`src/common/flash_map.vh`:
```
// Behaviour
// - Code 0x06 writes page buffer to aux page; only secure-clear and user row.
// - Code 0x40 locks the region holding the address register location.
// - Code 0x41 unlocks the region holding the address register location.
// - Code 0x42 enters power reduction; status flag reports it.
// - Code 0x43 leaves power reduction.
// - Code 0x44 clears the whole page buffer.
// - Code 0x45 sets security by programming 0x00 into lock row byte zero.
// - Code 0x46 invalidates every read cache line.
// - Bit 18 of control_second disables the cache when one.
// - Read policy bits 17:16 value 0: no extra wait on miss.
// - Read policy value 1: one extra wait state on each miss.
// - Read policy value 2: hit and miss both take programmed waits; 3 reserved.
// - Sleep policy 0: low power on sleep entry, leave on first access.
// - Sleep policy 1: low power on sleep entry, leave on sleep exit.
// - Sleep policy 3: never enter power reduction on sleep.
// - Manual write bit 7 resets to one.
// - Manual write 0: storing last buffer word while ready starts page write to the page at buf_addr unless an array command starts in that cycle.
// - Manual write 1: no automatic write; host issues write command.
// - Read wait field bits 4:1 sets 0 to 15 wait states, applied to hits and misses as the read policy lines state.
// - Read wait field resets to zero; software raises it as needed.
// - Parameter bits 18:16 report page size code, 8 to 1024 bytes.
// - Command runs only with key 0xA5 written together with the code.
// - Invalid code or wrong key sets the programming error bit.
// - Parameter bits 15:0 report the number of main pages.
// - Ready reads 0 while busy, 1 when a command can be taken.
`ifndef FLASH_MAP_VH
`define FLASH_MAP_VH
`define OFS_CONTROL_A        8'h00
`define OFS_CONTROL_SECOND   8'h04
`define OFS_MEMORY_PARAMS    8'h08
`define OFS_READY            8'h14
`define OFS_STATUS           8'h18
`define OFS_ADDRESS          8'h1c
`define CTRL_SECOND_RESET    32'h00000080
`define CTRL_SECOND_MASK     32'h0007039e
`define BIT_CACHE_OFF        18
`define BIT_MANUAL_WRITE     7
`define EXECUTION_KEY        8'ha5
`define CMD_ERASE_ROW        7'h02
`define CMD_WRITE_PAGE       7'h04
`define CMD_ERASE_AUX_ROW    7'h05
`define CMD_WRITE_AUX_PAGE   7'h06
`define CMD_LOCK_REGION      7'h40
`define CMD_UNLOCK_REGION    7'h41
`define CMD_SET_POWER_RED    7'h42
`define CMD_CLEAR_POWER_RED  7'h43
`define CMD_PAGE_BUF_CLEAR   7'h44
`define CMD_SET_SECURITY     7'h45
`define CMD_INVALIDATE_CACHE 7'h46
`define POLICY_FAST_MISS     2'h0
`define POLICY_LOW_POWER     2'h1
`define POLICY_DETERMINISTIC 2'h2
`define SLEEP_WAKE_ON_ACCESS 2'h0
`define SLEEP_WAKE_ON_EXIT   2'h1
`define SLEEP_DISABLED       2'h3
`define SECURITY_BYTE_VALUE  8'h00
`endif

```
`src/design/flash_controller.v`:
```
`default_nettype none
module flash_controller #(
  parameter [2:0]  PAGE_SIZE_CODE = 3'h3,
  parameter [15:0] PAGE_COUNT     = 16'h0400,
  parameter [21:0] USER_ROW_ADDR  = 22'h002000,
  parameter        ROW_SHIFT      = 6,
  parameter [21:0] LOCK_ROW_ADDR  = 22'h003000
) (
  input  wire        clk,
  input  wire        reset,
  input  wire        ce,
  input  wire [7:0]  reg_addr,
  input  wire        reg_write,
  input  wire [31:0] reg_wdata,
  input  wire        reg_read,
  output reg  [31:0] reg_rdata,
  output reg         op_start,
  output reg  [6:0]  op_cmd,
  output reg  [21:0] op_addr,
  output reg  [7:0]  op_data,
  input  wire        op_done,
  input  wire        op_error,
  input  wire        security_active,
  input  wire        buf_store,
  input  wire        buf_last,
  input  wire [21:0] buf_addr,
  output reg         buf_clear,
  output reg         cache_invalidate,
  output reg         cache_enable,
  output reg         power_reduced,
  input  wire        sleep_enter,
  input  wire        sleep_exit,
  input  wire        flash_access,
  input  wire        rd_req,
  input  wire        rd_hit,
  output wire        rd_ack,
  output wire        rd_busy
);
`include "flash_map.vh"
  localparam [1:0] ST_IDLE = 2'b01;
  localparam [1:0] ST_BUSY = 2'b10;

  reg  [1:0]  state_reg;
  reg  [31:0] control_second_reg;
  reg  [21:0] address_reg;
  reg         programming_error_reg;
  reg         memory_error_reg;
  reg         load_reg;
  reg         security_reg;

  wire [1:0]  read_policy        = control_second_reg[17:16];
  wire [1:0]  sleep_power_policy = control_second_reg[9:8];
  wire        manual_write       = control_second_reg[`BIT_MANUAL_WRITE];
  wire [3:0]  read_wait_states   = control_second_reg[4:1];
  wire        ready              = state_reg[0];

  wire        wr_cmd   = reg_write && reg_addr == `OFS_CONTROL_A;
  wire        wr_stat  = reg_write && reg_addr == `OFS_STATUS;
  wire [7:0]  execution_key = reg_wdata[15:8];
  wire [6:0]  cmd_code      = reg_wdata[6:0];
  wire        key_ok   = execution_key == `EXECUTION_KEY;

  reg         cmd_known;
  reg         cmd_array;
  reg         cmd_allowed;
  always @* begin
    cmd_known   = 1'b1;
    cmd_array   = 1'b1;
    cmd_allowed = 1'b1;
    case (cmd_code)
      `CMD_ERASE_ROW, `CMD_WRITE_PAGE, `CMD_LOCK_REGION,
      `CMD_UNLOCK_REGION, `CMD_SET_SECURITY: cmd_array = 1'b1;
      `CMD_ERASE_AUX_ROW, `CMD_WRITE_AUX_PAGE: begin
        cmd_allowed = !security_reg &&
          (address_reg >> ROW_SHIFT) == (USER_ROW_ADDR >> ROW_SHIFT);
      end
      `CMD_SET_POWER_RED, `CMD_CLEAR_POWER_RED,
      `CMD_PAGE_BUF_CLEAR, `CMD_INVALIDATE_CACHE: cmd_array = 1'b0;
      default: begin
        cmd_known = 1'b0;
        cmd_array = 1'b0;
      end
    endcase
  end

  wire cmd_issue  = wr_cmd && key_ok && cmd_known && cmd_allowed && ready;
  wire cmd_reject = wr_cmd && !(key_ok && cmd_known && cmd_allowed && ready);
  wire auto_write = !manual_write && buf_store && buf_last && ready;
  wire local_cmd  = cmd_issue && !cmd_array;

  // Command sequencer
  always @(posedge clk) begin
    if (reset) begin
      state_reg <= ST_IDLE;
      op_start  <= 1'b0;
      op_cmd    <= 7'h00;
      op_addr   <= 22'h000000;
      op_data   <= 8'hff;
    end else if (ce) begin
      op_start <= 1'b0;
      case (state_reg)
        ST_IDLE: begin
          if (cmd_issue && cmd_array) begin
            state_reg <= ST_BUSY;
            op_start  <= 1'b1;
            op_cmd    <= cmd_code;
            op_addr   <= (cmd_code == `CMD_SET_SECURITY) ? LOCK_ROW_ADDR : address_reg;
            op_data   <= `SECURITY_BYTE_VALUE;
          end else if (auto_write) begin
            state_reg <= ST_BUSY;
            op_start  <= 1'b1;
            op_cmd    <= `CMD_WRITE_PAGE;
            op_addr   <= buf_addr;
          end
        end
        ST_BUSY: begin
          if (op_done) begin
            state_reg <= ST_IDLE;
          end
        end
        default: state_reg <= ST_IDLE;
      endcase
    end
  end

  // Local commands and power reduction
  always @(posedge clk) begin
    if (reset) begin
      buf_clear        <= 1'b0;
      cache_invalidate <= 1'b0;
      power_reduced    <= 1'b0;
      cache_enable     <= 1'b1;
    end else if (ce) begin
      buf_clear        <= local_cmd && cmd_code == `CMD_PAGE_BUF_CLEAR;
      cache_invalidate <= local_cmd && cmd_code == `CMD_INVALIDATE_CACHE;
      cache_enable     <= !control_second_reg[`BIT_CACHE_OFF];
      if (local_cmd && cmd_code == `CMD_SET_POWER_RED) begin
        power_reduced <= 1'b1;
      end else if (local_cmd && cmd_code == `CMD_CLEAR_POWER_RED) begin
        power_reduced <= 1'b0;
      end else if (sleep_enter && (sleep_power_policy == `SLEEP_WAKE_ON_ACCESS ||
                                   sleep_power_policy == `SLEEP_WAKE_ON_EXIT)) begin
        power_reduced <= 1'b1;
      end else if (sleep_exit && sleep_power_policy == `SLEEP_WAKE_ON_EXIT) begin
        power_reduced <= 1'b0;
      end else if (flash_access) begin
        power_reduced <= 1'b0;
      end
    end
  end

  // Registers
  always @(posedge clk) begin
    if (reset) begin
      control_second_reg    <= `CTRL_SECOND_RESET;
      address_reg           <= 22'h000000;
      programming_error_reg <= 1'b0;
      memory_error_reg      <= 1'b0;
      load_reg              <= 1'b0;
      security_reg          <= 1'b0;
    end else if (ce) begin
      security_reg <= security_active;
      if (reg_write && reg_addr == `OFS_CONTROL_SECOND) begin
        control_second_reg <= reg_wdata & `CTRL_SECOND_MASK;
      end
      if (reg_write && reg_addr == `OFS_ADDRESS) begin
        address_reg <= reg_wdata[21:0];
      end
      if (cmd_reject) begin
        programming_error_reg <= 1'b1;
      end else if (wr_stat && reg_wdata[2]) begin
        programming_error_reg <= 1'b0;
      end
      if (op_done && op_error) begin
        memory_error_reg <= 1'b1;
      end else if (wr_stat && reg_wdata[4]) begin
        memory_error_reg <= 1'b0;
      end
      if (buf_store) begin
        load_reg <= 1'b1;
      end else if ((cmd_issue && (cmd_code == `CMD_PAGE_BUF_CLEAR || cmd_code == `CMD_WRITE_PAGE ||
                   cmd_code == `CMD_WRITE_AUX_PAGE)) || (wr_stat && reg_wdata[1])) begin
        load_reg <= 1'b0;
      end
    end
  end

  // Read data, parameter register is constant
  always @(posedge clk) begin
    if (reset) begin
      reg_rdata <= 32'h00000000;
    end else if (ce && reg_read) begin
      case (reg_addr)
        `OFS_CONTROL_SECOND: reg_rdata <= control_second_reg;
        `OFS_MEMORY_PARAMS:  reg_rdata <= {13'h0000, PAGE_SIZE_CODE, PAGE_COUNT};
        `OFS_READY:          reg_rdata <= {31'h00000000, ready};
        `OFS_STATUS:         reg_rdata <= {23'h000000, security_reg, 3'h0, memory_error_reg,
                                           1'b0, programming_error_reg, load_reg, power_reduced};
        `OFS_ADDRESS:        reg_rdata <= {10'h000, address_reg};
        default:             reg_rdata <= 32'h00000000;
      endcase
    end
  end

  flash_read_timing u_read_timing (
    .clk              (clk),
    .reset            (reset),
    .ce               (ce),
    .rd_req           (rd_req),
    .rd_hit           (rd_hit),
    .read_policy      (read_policy),
    .read_wait_states (read_wait_states),
    .rd_ack           (rd_ack),
    .rd_busy          (rd_busy)
  );
endmodule
`default_nettype wire

```
`src/design/flash_read_timing.v`:
```
`default_nettype none
module flash_read_timing (
  input  wire        clk,
  input  wire        reset,
  input  wire        ce,
  input  wire        rd_req,
  input  wire        rd_hit,
  input  wire [1:0]  read_policy,
  input  wire [3:0]  read_wait_states,
  output reg         rd_ack,
  output reg         rd_busy
);
`include "flash_map.vh"
  reg [4:0] wait_reg;
  reg [4:0] waits;

  always @* begin
    case (read_policy)
      `POLICY_FAST_MISS:     waits = rd_hit ? 5'h00 : {1'b0, read_wait_states};
      `POLICY_LOW_POWER:     waits = rd_hit ? 5'h00 : {1'b0, read_wait_states} + 5'h01;
      `POLICY_DETERMINISTIC: waits = {1'b0, read_wait_states};
      default:               waits = {1'b0, read_wait_states};
    endcase
  end

  always @(posedge clk) begin
    if (reset) begin
      rd_ack   <= 1'b0;
      rd_busy  <= 1'b0;
      wait_reg <= 5'h00;
    end else if (ce) begin
      rd_ack <= 1'b0;
      if (!rd_busy && rd_req) begin
        if (waits == 5'h00) begin
          rd_ack <= 1'b1;
        end else begin
          rd_busy  <= 1'b1;
          wait_reg <= waits;
        end
      end else if (rd_busy) begin
        if (wait_reg == 5'h01) begin
          rd_busy <= 1'b0;
          rd_ack  <= 1'b1;
        end
        wait_reg <= wait_reg - 5'h01;
      end
    end
  end
endmodule
`default_nettype wire

```
`config.mk`:
```
export PLATFORM = sky130hd
export DESIGN_NAME = flash_controller
export DESIGN_NICKNAME = d
export VERILOG_FILES = /design/src/design/flash_controller.v /design/src/design/flash_read_timing.v
export VERILOG_INCLUDE_DIRS = /design/src /design/src/common
export SDC_FILE = /design/constraint.sdc
export NUM_CORES = 1
export LEC_CHECK = 0
export BUFFER_PORTS_ARGS = -buffer_cell sky130_fd_sc_hd__buf_2
export CAP_MARGIN = 20
export CORE_MARGIN = 4
export CORE_UTILIZATION = 55
export DETAILED_ROUTE_END_ITERATION = 6
export GPL_TIMING_DRIVEN = 0
export PLACE_DENSITY = 0.94
export SYNTH_ARGS = -nofsm -noshare
export SYNTH_HDL_FRONTEND = slang
export SYNTH_SLANG_ARGS = --single-unit
```
`constraint.sdc`:
```
create_clock -name clk -period 4 [get_ports clk]
set_input_delay 0.4 -clock clk [delete_from_list [all_inputs] [get_ports clk]]
set_output_delay 0.4 -clock clk [all_outputs]
set_load 0.01 [all_outputs]
```
-- After elaboration in Yosys (flattened, before gate mapping)
Cells that the tools add are included.
Widths: inputs -> output; s select.
- reduce and logical (&&, ||, !) cells: 65
- multiplexer cells: 41
- add/sub/neg operators: 2
- equality and inequality tests: 26
- operator list (kind ; number):
    $pmux 22 s5 ; 1
    $mux 22 ; 3
    $eq 7x7->1 const B ; 7
    $logic_and 1x1->1 ; 31
    $mux 1 ; 25
    $eq 8x5->1 const B ; 3
    $eq 7x3->1 const B ; 3
    $mux 5 ; 4
    $eq 16x8->1 const B ; 1
    $mux 7 ; 2
    $reduce_and 2->1 ; 7
    $reduce_and 3->1 ; 4
    $reduce_or 11->1 ; 1
    $pmux 5 s2 ; 1
    $reduce_bool 2->1 ; 5
    $eq 8x3->1 const B ; 1
    $eq 8x4->1 const B ; 1
    $eq 8x8->1 const B ; 1
    $logic_not 8->1 ; 1
    $eq 7x2->1 const B ; 1
    $reduce_or 7->1 ; 1
    $eq 2x1->1 const B ; 3
    $logic_not 1->1 ; 6
    $mux 2 ; 3
    other kinds (13) ; 18
- bits of input ports: 77
- word-level logic and storage cells: 153
- register bits after elaboration: 119
- output and inout bits: 76

-- Logic depth before layout (Yosys ltp)
- word-level depth: 10
- mapped depth: 9
- mapped depth without buffers: 7

-- Hierarchy
Synthesis repeated with hierarchy kept, for this count alone.
- cell total of the unflattened synthesis: 608
- area, all modules: 5196.2 sq um
- by module, submodules not included (module ; area each (sq um) ; sequential area each (sq um) ; cells each ; times used):
    flash_controller ; 4591.9 ; 1901.8 ; 529 ; 1
    flash_read_timing ; 604.3 ; 140.1 ; 79 ; 1

-- Least setup slack after synthesis
Ideal clock, no wire load.
- path kind: in2reg
- start: in reg_addr[4]
- end: reg op_addr[8]
- library setup time: 91 ps
- setup slack: 1679 ps
- stages: 8
- data arrival time: 2230 ps
- buffers on the path: 2
- required time: 3909 ps
- cell sequence: clkbuf_1 -> nor4_1 -> and3_1 -> nand3_1 -> a2111oi_4 -> buf_6 -> nor3_1 -> a311oi_1
- cells in the longest elaborated chain, start to end: 9
- elaborated cells between the ends (all ways): 10
- classes of those cells: mux (1); reduce/logical (9)
- ends and longest elaborated chain (element ; line ; RTL):
    start: declaration ; flash_controller.v:12 ; input wire [7:0] reg_addr,
    $logic_not 8->1 (no source line) * ; n/a ;
    $logic_and 1x1->1 (no source line) * ; n/a ;
    $logic_and 1x1->1 * (4 in series) ; flash_controller.v:86 ; wire cmd_issue = wr_cmd && key_ok && cmd_known && cmd_allowed && ready;
    $logic_and 1x1->1 * ; flash_controller.v:103 ; if (cmd_issue && cmd_array) begin
    $reduce_bool 2->1 (no source line) ; n/a ;
    $reduce_and 3->1 (no source line) ; n/a ;
    end signal: assignment ; flash_controller.v:107 ; op_addr <= (cmd_code == `CMD_SET_SECURITY) ? LOCK_ROW_ADDR : address_reg;
    end signal: assignment ; flash_controller.v:113 ; op_addr <= buf_addr;
    end: declaration ; flash_controller.v:19 ; output reg [21:0] op_addr,
Mark *: on every way between the ends. The rest lies on a longest branch, timed or not.
A chain may end at the register's enable or synchronous reset.

-- Worst setup path in the final report
- start: reg state_reg[0]
- end: reg cache_invalidate
- cells in the longest elaborated chain, start to end: 3
- ends and longest elaborated chain (element ; line ; RTL):
    start: declaration ; flash_controller.v:43 ; reg [1:0] state_reg;
    start signal: assignment ; flash_controller.v:94 ; state_reg <= ST_IDLE;
    start signal: assignment ; flash_controller.v:104 ; state_reg <= ST_BUSY;
    start signal: assignment ; flash_controller.v:110 ; state_reg <= ST_BUSY;
    $logic_and 1x1->1 ; flash_controller.v:86 ;
    $logic_and 1x1->1 ; flash_controller.v:89 ; wire local_cmd = cmd_issue && !cmd_array;
    $logic_and 1x1->1 (no source line) ; n/a ;
    end signal: assignment ; flash_controller.v:135 ; cache_invalidate <= local_cmd && cmd_code == `CMD_INVALIDATE_CACHE;
    end: declaration ; flash_controller.v:28 ; output reg cache_invalidate,
No other way between the ends.

==> reports/results.ini <==
[sta]
maxSlewViolCount=0
setup_tns_ns=0
fmax_ghz=0.3555
holdWs_ns=0.2796
tightest_slew_ns=0.9082
finClkSkew_ns=0.02108
relSlewSlack_pct=37.89
min_period_ns=2.813
final.period_utilization_pct=70.32
finalHoldViolCount=0
rsz0062_at_grt=no
setup_violations=0

[floorplan]
rows=34
die_h_um=102.8
initial_core_util_pct=56.69
ios=153
die_w_um=102.8
design.core.area_um2=8721
die_area_um2=10570

[critical_path]
critPathMaxFanout=8
cp.required_ns=4.29
critPathLaunchType=register
r2r_cells=6
worstSetupEndpointType=register
reg2reg_slack_ns=1.19
worstSetupPathType=reg2reg
r2r_end=cache_invalidate
arrival_ns=3.11
rr_startpoint=state_reg[0]

[clock_tree]
postCtsSetupRepairBufs=0
cts_sinks=102
ctsResizeCount=0
cts_root_buf=clkbuf_8
cts.path.max_buffers=2
clock_latency_ns=0.38
cts.hold.buffers_added=0
numCtsBuffers=9
cts_tree=done
cts_max_level=3
clk_pin_slew_ns=0.11

[routing]
drt-total-wl_um=16240
drc_errors=0
drtIter0Drc=500
final_antenna_net_count=0
avgViaCountPerCell=6.172
wl_per_cell_um=19.71
vias=5086
first_pass_iters=5

[synth]
async_flop_share_pct=0
yosysUniqueCellTypes=69
synth_warnings=0
syn_area_per_cell_um2=8.734
synth-edff-count=0
ys.flop_type=dfxtp_1
synth-seq-cells=102
synth_top_family_by_area=compound AO/OA/AOI/OAI gates
synth_fa_ha_area_share_pct=0.7593
yosysSeqAreaShare_pct=41.31
synth_area_um2=4943
synth_compound_area_share_pct=22.35
synthSimpleGateAreaFrac_pct=19.36
synth.area.mux_share_pct=7.897
syn_inst=566
yosys.area_share.xor_xnor_pct=0.1772

[status]
status=finished, final reports clean

[power]
intPower_mw=1.337
ir_worst_vdd_uv=214.1
powerDensity_nw_per_um2=308.0
combPwrFrac_pct=9.4
power_mw=1.824
netSwitchingFraction_pct=26.72
p_clk_share_pct=34.2
p_leak_nw=2.505
p_switching_uw=487.4
sequentialPowerShare_pct=56.3

[cells_and_area]
seq_area_um2=2042
mostFrequentLayoutCells=buf_2, dfxtp_1, nor2_1
multi_input_area_um2=2536
fillers=710
n_antenna_cell=0
final_core_util_pct=67.92
final_common_cell=buf_2
syn2layout_area_growth_pct=19.82
fin_nets=792
instances_no_fill=824
drive_gt1_share_pct=26.82

[global_route]
first_global_vias=4983
overflow=0
grt_usage_pct=30.64
grt_max_degree=18
antenna_found_initial=0
grt_pass1_wl_um=25200

[place]
dp_hpwl_um=12370
dp.cells=809
place_congestion=0.8947
io_buffer_count=126

[min_path]
whs_path_depth=3
hp-start=reg_wdata[21]
min_to=address_reg[21]
hp-class=in2reg

[flow_run]
maxCapViolCount=0

-- metrics by stage --
step	area, µm²	setup WS [ns]
after global placement	5743	1.083
after global routing	5923	0.9720
final	5923	1.187
after CTS	5923	1.188
after floorplan	4977	1.679
after detailed placement	5743	1.012
-- cells in the mapped netlist, types with 4 or more instances --
library cell	n	area share, %
nor2_1	58	4.4
o21ai_0	26	2.6
a22oi_1	27	4.1
inv_1	10	0.76
clkbuf_1	23	1.7
dfxtp_1	102	41
o22ai_1	4	0.51
nor2b_1	4	0.51
buf_2	5	0.51
buf_4	18	2.7
a21oi_1	49	5.0
o31ai_1	16	2.4
nor3b_1	4	0.61
nor3_1	12	1.2
nand4_1	5	0.63
mux2i_1	39	7.9
a22o_1	4	0.71
nand3_1	26	2.6
buf_1	6	0.46
nand2_1	38	2.9
buf_6	5	1.1
and3_1	6	0.76
nand2b_1	5	0.63
-- worst max-delay path by stage --
stage | startpoint | end | slack (ns) | cells past startpoint
after global placement | reg_addr[5] | address_reg[0] | 1.08 | 9
after floorplan | reg_addr[4] | op_addr[8] | 1.68 | 8
after detailed placement | reg_addr[5] | address_reg[19] | 1.01 | 9
after CTS | state_reg[0] | cache_invalidate | 1.19 | 6
after global routing | state_reg[0] | op_addr[20] | 0.97 | 6
final | state_reg[0] | cache_invalidate | 1.19 | 6
-- critical path: stages, from the launching register on --
cell and delay (ns):
dfxtp_1 0.51, nand4b_1 0.14, nor3b_1 0.47, nand4_4 0.30, a2111oi_0 0.90, nand3_1 0.19
a21oi_1 0.20
-- layout make-up --
type	count	share of cell area, %
Clock buffer	10	2.324
Tap cell	108	2.281
Sequential cell	102	34.47
Buffer	60	6.041
Clock inverter	5	0.7182
Inverter	11	0.6971
Timing Repair Buffer	126	10.65
Multi-Input combinational cell	402	42.82
-- cell families (layout without fill, tap and decap cells) --
kind of cell,after synthesis,after routing
DFF,102,102
buffers and inverters,71,212
adders and majority gates,3,3
other,1,10
xor gates and xnor gates,1,1
muxes,39,39
AOI/OAI and AO/OA,160,160
and+or+nand+nor,189,189
-- power by group through the flow --
stage / combinational [mW] / clock, mW / sequential (mW)
6_report: 0.172 / 0.624 / 1.03
5_1_grt: 0.187 / 0.659 / 1.03
4_1_cts: 0.168 / 0.621 / 1.03
3_5_place_dp: 0.167 / 0 / 1.05
3_3_place_gp: 0.161 / 0 / 1.05
2_1_floorplan: 0.0973 / 0 / 1.05
-- routing by layer --
metal	vias up	global-route usage, %	part of all wire, %
li1	2329	-	-
met1	2440	38.43	39
met2	273	52.88	50
met3	44	4.330	7.0
met4	0	12.75	3.5
met5	-	0	0
Power figures use the tool's default switching activity.
